--- src/drmr_regs.svh ---
`ifndef DRMR_REGS_SVH
`define DRMR_REGS_SVH

// Mode register addresses.
`define DRMR_MA_REV_FIRST      6'h06
`define DRMR_MA_REV_SECOND     6'h07
`define DRMR_MA_TYPE_DENSITY   6'h08
`define DRMR_MA_VENDOR_TEST    6'h09
`define DRMR_MA_CAL_RESET      6'h0A
`define DRMR_MA_TERMINATION    6'h0B

// Field positions and codes.
`define DRMR_TYPE_LSB          0
`define DRMR_TYPE_MSB          1
`define DRMR_DENS_LSB          2
`define DRMR_DENS_MSB          5
`define DRMR_WIDTH_LSB         6
`define DRMR_WIDTH_MSB         7
`define DRMR_TYPE_S16N         2'h0
`define DRMR_DENS_4GB          4'h0
`define DRMR_WIDTH_X16         2'h0
`define DRMR_CAL_RESET_BIT     0
`define DRMR_DQ_TERM_LSB       0
`define DRMR_DQ_TERM_MSB       2
`define DRMR_CA_TERM_LSB       4
`define DRMR_CA_TERM_MSB       6
`define DRMR_TERM_DISABLED     3'h0
`define DRMR_TERM_RESERVED     3'h7
`define DRMR_READ_ZERO         8'h00

`endif

--- src/drmr_pkg.sv ---
`default_nettype none

package drmr_pkg;

    // Start-up phase: the calibration strap is caught once after reset.
    typedef enum logic [0:0] {
        DRMR_ST_STRAP,
        DRMR_ST_RUN
    } drmr_phase_t;

    // State of the register bank, apart from the termination copies.
    typedef struct packed {
        drmr_phase_t phase;
        logic        strap_rzq;
        logic        default_cal;
        logic        cal_start;
        logic        cal_reset;
        logic        rd_valid;
        logic [7:0]  rd_data;
    } drmr_state_t;

    // Two termination copies, one per set point, plus the applied copy.
    typedef struct packed {
        logic [1:0][5:0] copy;
        logic [5:0]      applied;
    } drmr_term_state_t;

endpackage

`default_nettype wire

--- src/drmr_mode_regs.sv ---
`timescale 1ns/1ps
`default_nettype none
`include "drmr_regs.svh"

module drmr_mode_regs
    import drmr_pkg::*;
#(
    parameter logic [7:0] REV_ID_FIRST  = 8'hA5, // Arbitrary value.
    parameter logic [7:0] REV_ID_SECOND = 8'h5A, // Arbitrary value.
    parameter logic [3:0] DENSITY_CODE  = `DRMR_DENS_4GB,
    parameter logic [1:0] IO_WIDTH_CODE = `DRMR_WIDTH_X16
) (
    input  wire logic       CLK_SYS,
    input  wire logic       RESET_N,
    input  wire logic       MRW_VALID,
    input  wire logic       MRR_VALID,
    input  wire logic [5:0] MR_ADDR,
    input  wire logic [7:0] MR_WDATA,
    input  wire logic       WRITE_SET_POINT_SELECT,
    input  wire logic       OPERATING_SET_POINT_SELECT,
    input  wire logic       CAL_PIN_TO_RESISTOR,
    input  wire logic       CAL_CMD,
    output logic      [7:0] RD_DQ,
    output logic            RD_VALID,
    output logic            CAL_START,
    output logic            CAL_RESET,
    output logic            DEFAULT_CAL,
    output logic      [2:0] DQ_TERM,
    output logic      [2:0] CA_TERM
);

    drmr_state_t st_q;
    drmr_state_t st_d;
    logic [7:0]  cfg_word;
    logic        term_wr;
    logic [5:0]  term_wdata;
    logic [5:0]  term_applied;
    logic        cal_reset_wr;
    logic        cal_ok;

    // The configuration word is fixed by the die; no write can reach it.
    always_comb begin
        cfg_word = '0;
        cfg_word[`DRMR_TYPE_MSB:`DRMR_TYPE_LSB]   = `DRMR_TYPE_S16N;
        cfg_word[`DRMR_DENS_MSB:`DRMR_DENS_LSB]   = DENSITY_CODE;
        cfg_word[`DRMR_WIDTH_MSB:`DRMR_WIDTH_LSB] = IO_WIDTH_CODE;
    end

    // Write decode: only the two write-only registers have any effect.
    assign term_wr      = MRW_VALID && (MR_ADDR == `DRMR_MA_TERMINATION);
    assign term_wdata   = {MR_WDATA[`DRMR_CA_TERM_MSB:`DRMR_CA_TERM_LSB],
                           MR_WDATA[`DRMR_DQ_TERM_MSB:`DRMR_DQ_TERM_LSB]};
    assign cal_reset_wr = MRW_VALID && (MR_ADDR == `DRMR_MA_CAL_RESET)
                          && MR_WDATA[`DRMR_CAL_RESET_BIT];
    // Calibration acts only once the strap is known and ties to the resistor.
    assign cal_ok       = (st_q.phase == DRMR_ST_RUN) && st_q.strap_rzq;

    // Next state: strap capture, calibration control and the read path.
    always_comb begin
        st_d           = st_q;
        st_d.cal_start = 1'b0;
        st_d.cal_reset = 1'b0;
        st_d.rd_valid  = MRR_VALID;
        case (st_q.phase)
            DRMR_ST_STRAP: begin
                // The strap is caught after reset release, never by the reset itself.
                st_d.strap_rzq   = CAL_PIN_TO_RESISTOR;
                st_d.default_cal = !CAL_PIN_TO_RESISTOR;
                st_d.phase       = DRMR_ST_RUN;
            end
            DRMR_ST_RUN: begin
                if (cal_ok && cal_reset_wr) begin
                    st_d.cal_reset   = 1'b1;
                    st_d.default_cal = 1'b1;
                end else if (cal_ok && CAL_CMD) begin
                    st_d.cal_start   = 1'b1;
                    st_d.default_cal = 1'b0;
                end
            end
            default: begin
                st_d.phase = DRMR_ST_STRAP;
            end
        endcase
        // Read mux; write-only and unmapped addresses answer zero.
        if (!MRR_VALID) begin
            st_d.rd_data = `DRMR_READ_ZERO;
        end else if (MR_ADDR == `DRMR_MA_REV_FIRST) begin
            st_d.rd_data = REV_ID_FIRST;
        end else if (MR_ADDR == `DRMR_MA_REV_SECOND) begin
            st_d.rd_data = REV_ID_SECOND;
        end else if (MR_ADDR == `DRMR_MA_TYPE_DENSITY) begin
            st_d.rd_data = cfg_word;
        end else begin
            st_d.rd_data = `DRMR_READ_ZERO;
        end
    end

    always_ff @(posedge CLK_SYS or negedge RESET_N) begin
        if (!RESET_N) begin
            st_q <= '{phase: DRMR_ST_STRAP, default: '0};
        end else begin
            st_q <= st_d;
        end
    end

    // Dual set point termination storage; a reserved code is stored but applied as disabled.
    drmr_term_store #(
        .SETS (2)
    ) u_term (
        .clk     (CLK_SYS),
        .rst_n   (RESET_N),
        .wr_en   (term_wr),
        .wr_sel  (WRITE_SET_POINT_SELECT),
        .wr_data (term_wdata),
        .op_sel  (OPERATING_SET_POINT_SELECT),
        .applied (term_applied)
    );

    // Reserved codes fall back to no termination, the safe choice for the receiver.
    assign DQ_TERM = (term_applied[2:0] == `DRMR_TERM_RESERVED) ? `DRMR_TERM_DISABLED
                                                                : term_applied[2:0];
    assign CA_TERM = (term_applied[5:3] == `DRMR_TERM_RESERVED) ? `DRMR_TERM_DISABLED
                                                                : term_applied[5:3];
    assign RD_DQ       = st_q.rd_data;
    assign RD_VALID    = st_q.rd_valid;
    assign CAL_START   = st_q.cal_start;
    assign CAL_RESET   = st_q.cal_reset;
    assign DEFAULT_CAL = st_q.default_cal;
endmodule
`default_nettype wire

--- src/drmr_term_store.sv ---
`timescale 1ns/1ps
`default_nettype none
`include "drmr_regs.svh"

module drmr_term_store
    import drmr_pkg::*;
#(
    parameter int SETS = 2
) (
    input  wire logic       clk,
    input  wire logic       rst_n,
    input  wire logic       wr_en,
    input  wire logic       wr_sel,
    input  wire logic [5:0] wr_data,
    input  wire logic       op_sel,
    output logic      [5:0] applied
);

    drmr_term_state_t st_q;
    drmr_term_state_t st_d;
    logic [SETS-1:0]  hit;

    // One write enable per set point copy.
    genvar g;
    generate
        for (g = 0; g < SETS; g = g + 1) begin : g_hit
            assign hit[g] = wr_en && (wr_sel == 1'(g));
        end
    endgenerate

    // Only the selected copy takes a write; the applied copy follows the operating set point.
    always_comb begin
        st_d = st_q;
        for (int i = 0; i < SETS; i++) begin
            if (hit[i]) begin
                st_d.copy[i] = wr_data;
            end
        end
        st_d.applied = st_q.copy[op_sel];
    end

    always_ff @(posedge clk or negedge rst_n) begin
        if (!rst_n) begin
            st_q <= '0;
        end else begin
            st_q <= st_d;
        end
    end

    assign applied = st_q.applied;
endmodule
`default_nettype wire

--- config.mk ---
export PLATFORM = sky130hd
export DESIGN_NAME = drmr_mode_regs
export DESIGN_NICKNAME = d
export VERILOG_FILES = /design/src/drmr_pkg.sv /design/src/drmr_mode_regs.sv /design/src/drmr_term_store.sv
export VERILOG_INCLUDE_DIRS = /design/src /design/src/src
export SDC_FILE = /design/constraint.sdc
export NUM_CORES = 1
export LEC_CHECK = 0
export CAP_MARGIN = 25
export CORE_AREA = 4 4 47 49
export CTS_CLUSTER_SIZE = 16
export DETAILED_ROUTE_END_ITERATION = 10
export DIE_AREA = 0 0 51 53
export DONT_BUFFER_PORTS = 1
export PLACE_DENSITY_LB_ADDON = 0.15
export SYNTH_ARGS = -nofsm -noshare
export SYNTH_HDL_FRONTEND = slang
export SYNTH_SLANG_ARGS = --single-unit
--- constraint.sdc ---
create_clock -name CLK_SYS -period 1.4 [get_ports CLK_SYS]
set_input_delay 0.14 -clock CLK_SYS [delete_from_list [all_inputs] [get_ports CLK_SYS]]
set_output_delay 0.14 -clock CLK_SYS [all_outputs]
set_load 0.01 [all_outputs]
; After elaboration in Yosys (flattened, before gate mapping)
; Cells that the tools add are included.
[totals]
regBits = 32
latch_bits = 0
ram_bits = 0
rom_bits = 0
in_bits = 22
out_inout_bits = 18
mem_count = 0
[op_classes]
add_sub_neg = 0
mul = 0
div_mod_pow = 0
n_lt_le_gt_ge = 1
n_eq_ne = 7
shifts = 0
muxes = 13
bitwise_logic = 2
reduce_logical = 9
[ops]
columns = op, n
row1 = $mux W8, 2
row2 = $eq A6 B3 Y1 const B, 2
row3 = $eq A6 B4 Y1 const B, 2
row4 = $mux W6, 2
row5 = $logic_and A1 B1 Y1, 8
row6 = $mux W7, 1
row7 = $eq A3 B3 Y1 const B, 2
row8 = $mux W3, 2
row9 = $mux W2, 2
row10 = $mux W1, 3
row11 = $ne A3 B1 Y1 const B, 1
row12 = $lt A1 B2 Y1 const B, 1
row13 = $not A1 Y1, 2
row14 = $pmux W1 S2, 1
row15 = $logic_not A1 Y1, 1

; Depth between registers and ports, before layout
[depth]
depth_word = 6
mapped_depth = 3
depth_no_buf = 3

; By module
; A second synthesis with hierarchy kept.
[hier_totals]
hier_cells = 87
area_unflattened_um2 = 1157.4
[modules_own_cells]
columns = module, n_inst, cells_per_inst, area_per_inst_um2
row1 = drmr_term_store, 1, 46, 724.4
row2 = drmr_mode_regs, 1, 41, 432.9

; Worst setup path before layout
; OpenSTA, ideal clock, no wires.
[synth_path]
path_kind = in2reg
from = input port MR_ADDR[3]
to = register u_term.st_q[12] in the netlist's numbering
setup_time_ns = 0.125
arrival_time_ns = 0.815
slack_ns = 0.461
stages = 3
n_path_buf = 0
path_cell_list = and4b_1 -> nand2_2 -> mux2_2
[synth_between]
elab_chain_cells = 3
[synth_lines]
columns = element, line_no
row1 = "start, declared", drmr_mode_regs.sv:17  ; input wire logic [5:0] MR_ADDR,
row2 = $eq A6 B4 Y1 (no source line), -
row3 = $logic_and A1 B1 Y1, drmr_mode_regs.sv:50  ; assign term_wr = MRW_VALID && (MR_ADDR == `DRMR_MA_TERMINATION);
row4 = $logic_and A1 B1 Y1, drmr_term_store.sv:27  ; assign hit[g] = wr_en && (wr_sel == 1'(g));
row5 = "end signal, assigned", drmr_term_store.sv:46  ; st_q <= st_d;
row6 = "end, declared", drmr_term_store.sv:19  ; drmr_term_state_t st_q;
; Every way passes these cells.
; A chain may end at the register's enable or synchronous reset.

; Worst setup path after layout
[layout_path]
from = register u_term.st_q, in the netlist u_term.applied[3]
to = output port CA_TERM[2]
[layout_between]
elab_chain_cells = 2
[layout_lines]
columns = element, line_no
row1 = $eq A3 B3 Y1 (no source line), -
row2 = $mux W3, drmr_mode_regs.sv:122  ; assign CA_TERM = (term_applied[5:3] == `DRMR_TERM_RESERVED) ? `DRMR_TERM_DISABLED
row3 = "end, declared", drmr_mode_regs.sv:29  ; output logic [2:0] CA_TERM
; Every way passes these cells.

==> impl_metrics.csv <==
group,metric,value,unit
power_and_ir_drop,p_per_area,1150,nW/um2
cts,htreeDepth,1,
worst_setup_path,critPathSlowestCell,"dfrtp_1",
hold_path,min_path_type,"in -> reg",
die,start_util,59.48,%
route,firstDrtPassIters,1,
die,die-area,2703,um2
grt,grt_pass1_vias,684,
cts,cts.path.max_buffers,2,
worst_setup_path,setup.worst_path.end_class,"output port",
timing,fin_tns_setup,0,ns
yosys,syn_inst,80,
timing,finalMaxSlewViolations,0,
timing,finalSetupViolations,0,
grt,gr-total-overflow,0,
cells_and_area,antenna_cells,0,
power_and_ir_drop,p_leak,0.6160,nW
cells_and_area,nets,114,
route,wirelength,1852,um
placement,dp_hpwl,1312,um
timing,fmax,789.2,MHz
timing,clock_skew,0.003724,ns
grt,track_usage,16.12,%
worst_setup_path,critPathLaunchType,"flip-flop",
die,rows,16,
cells_and_area,final_layout_size_suffix_gt1_share,29.67,%
cts,cts_tree,"built",
yosys,ys.flop_type,"dfrtp_1",
yosys,synth-seq-cells,26,
die,ios,40,
grt,grt_pass1_wl,3118,um
yosys,synth_nets,102,
yosys,synth_edf_count,0,
route,dr_total_vias,623,
worst_setup_path,critPathKind,"reg -> out",
worst_setup_path,path_cells,"a21boi_0",
cells_and_area,syn2layout_area_growth,17.40,%
timing,finalCriticalPeriod,1.267,ns
worst_setup_path,crit_fanout,3,
timing,worst_hold_slack,0.01574,ns
cts,cts.sinks,26,
die,die_h,53,um
grt,antenna_found_initial,0,
route,ant_nets,0,
die,core-area,1862,um2
worst_setup_path,crit_family,"flip-flops",
job,cap_viol_max_count,0,
placement,port-buffer-count,0,
status,status,"finished clean",
cts,worstSkewPairLatency,0.32,ns
yosys,synth_most_common_cell,"dfrtp_1",
worst_setup_path,crit_buf_inv,0,
power_and_ir_drop,vdd_ir_drop_max,0.0007894,V
yosys,synth.area.top_cells,"dfrtp_1 (59%), mux2_2 (18%), buf_4 (5.4%), a21boi_0 (4.1%), nor4b_4 (2.1%)",
timing,rsz0062_at_grt,"no",
cts,cts_root_buf,"clkbuf_4",
cts,path_clk_slew,0.14,ns
route,drt_iter0_markers,0,
route,drc,0,
yosys,yosysWarnings,0,
cells_and_area,stdcell_count,118,
die,die_w,51,um
yosys,synth_top_area_share,58.76,%
yosys,netlist_top_cells_count,"dfrtp_1 (26), mux2_2 (18), buf_4 (8)",
yosys,synth_area_per_cell,13.84,um2
placement,dp_cells,98,
route,routed_via_density,5.280,
yosys,synth_top_cell_by_area,"dfrtp_1",
cells_and_area,final_util,69.83,%
grt,grt_max_degree,27,
yosys,netlist-cell-type-count,20,
route,wl_per_cell,15.69,um
timing,hold_violations,0,
cts,postCtsSetupRepairBufs,0,
yosys,netlist_area,1107,um2
timing,period_share,90.50,%
yosys,ys_seq_area_share,58.76,%
worst_setup_path,critPathRequiredTime,1.26,ns
placement,gp_congestion,0.6717,
cts,cts_buffers,3,
cells_and_area,fillers,143,
worst_setup_path,arrival,1.13,ns
worst_setup_path,crit_path_max_incr_delay,0.42,ns
yosys,synthArstFlopShare,100.0,%
## kinds of logic (layout without fill, tap and decap cells)
family          count (synthesis)  count (layout)  share of synthesized area, %
buf+inv                        11              22                         6.441
simple gates                   16              16                         10.85
other cells                     1               1                        0.3387
compound gates                  8               8                         5.310
mux                            18              18                         18.30
flops                          26              26                         58.76
## area by class of cell
cell class                      count  area (um2)  area share, %
Sequential cell                    26       650.6          50.05
Clock buffer                        3       22.52          1.732
Timing Repair Buffer               16       170.2          13.09
Clock inverter                      1       30.03          2.310
Inverter                            2       7.507         0.5775
Tap cell                           27       33.78          2.599
Multi-Input combinational cell     43       385.4          29.64
## path summary, 6_finish.rpt
path                                               end                   startpoint  slack [ns]  depth (start not counted)
min reg2reg                u_term.applied[0]$_DFF_PN0_  u_term.st_q[12]$_DFFE_PN0P_        0.51                          1
max in group asynchronous          CAL_RESET$_DFF_PN0_                      RESET_N        1.01                          2
max                                         CA_TERM[2]  u_term.applied[3]$_DFF_PN0_        0.13                          1
max reg2reg                 u_term.st_q[7]$_DFFE_PN0P_   u_term.st_q[7]$_DFFE_PN0P_        0.60                          1
min in group asynchronous  u_term.applied[1]$_DFF_PN0_                      RESET_N        0.24                          2
min                                CAL_RESET$_DFF_PN0_                   MR_ADDR[4]        0.02                          3
## through the flow
stage	instance area, um2	total power [mW]	setup slack (ns)
after floorplan	1107	0.9227	0.4607
after global placement	1077	0.9295	0.3808
final	1300	1.494	0.1330
after global routing	1300	1.553	0.06390
after detailed placement	1077	0.9369	0.3647
after CTS	1300	1.507	0.1087
## power breakdown
part / leakage [nW] / switching [mW] / internal, mW / total [mW]
combinational: 0.240 / 0.0587 / 0.0824 / 0.141
sequential: 0.348 / 0.0331 / 0.804 / 0.837
clock: 0.0279 / 0.227 / 0.290 / 0.516
total: 0.616 / 0.319 / 1.18 / 1.49
## placed cells by master, fill, tap and decap left out, drive strengths merged
cell type    netlist  final
dfrtp             26     26
mux2              18     18
dlygate4sd3        0     15
a21boi             6      6
nand2              5      5
nor2               3      3
clkbuf             1      3
inv                2      2
nor4b              2      2
nor3b              1      1
nand4b             1      1
and4b              1      1
and4               1      1
and4bb             1      1
o21ai              1      1
nand3              1      1
o221ai             1      1
bufinv             0      1
buf                8      1
conb               1      1
## metal layers
layer | part of all wire, % | vias up | track usage (%) | wire length, um
met4 | 1.1 | 0 | 5.381 | 21
met1 | 43 | 313 | 19.60 | 799
li1 | - | 293 | - | -
met5 | 0 | - | 0 | 0
met3 | 5.1 | 2 | 3.662 | 94
met2 | 51 | 15 | 28.11 | 936
## repair_timing
item / 4_1_cts / 5_1_grt
resized for setup: 0 / 0
endpoints found under the setup margin: 0 / 0
hold buffers: 16 / 0
hold endpoints to repair: 51 / 0
## flip-flops by register name, summed over array words and instances (netlist names)
signal / cells
CAL_RESET: 1
CAL_START: 1
DEFAULT_CAL: 1
RD_DQ: 2
RD_VALID: 1
st_q: 2
u_term.applied: 6
u_term.st_q: 12
(Power assumes the default switching activity.)
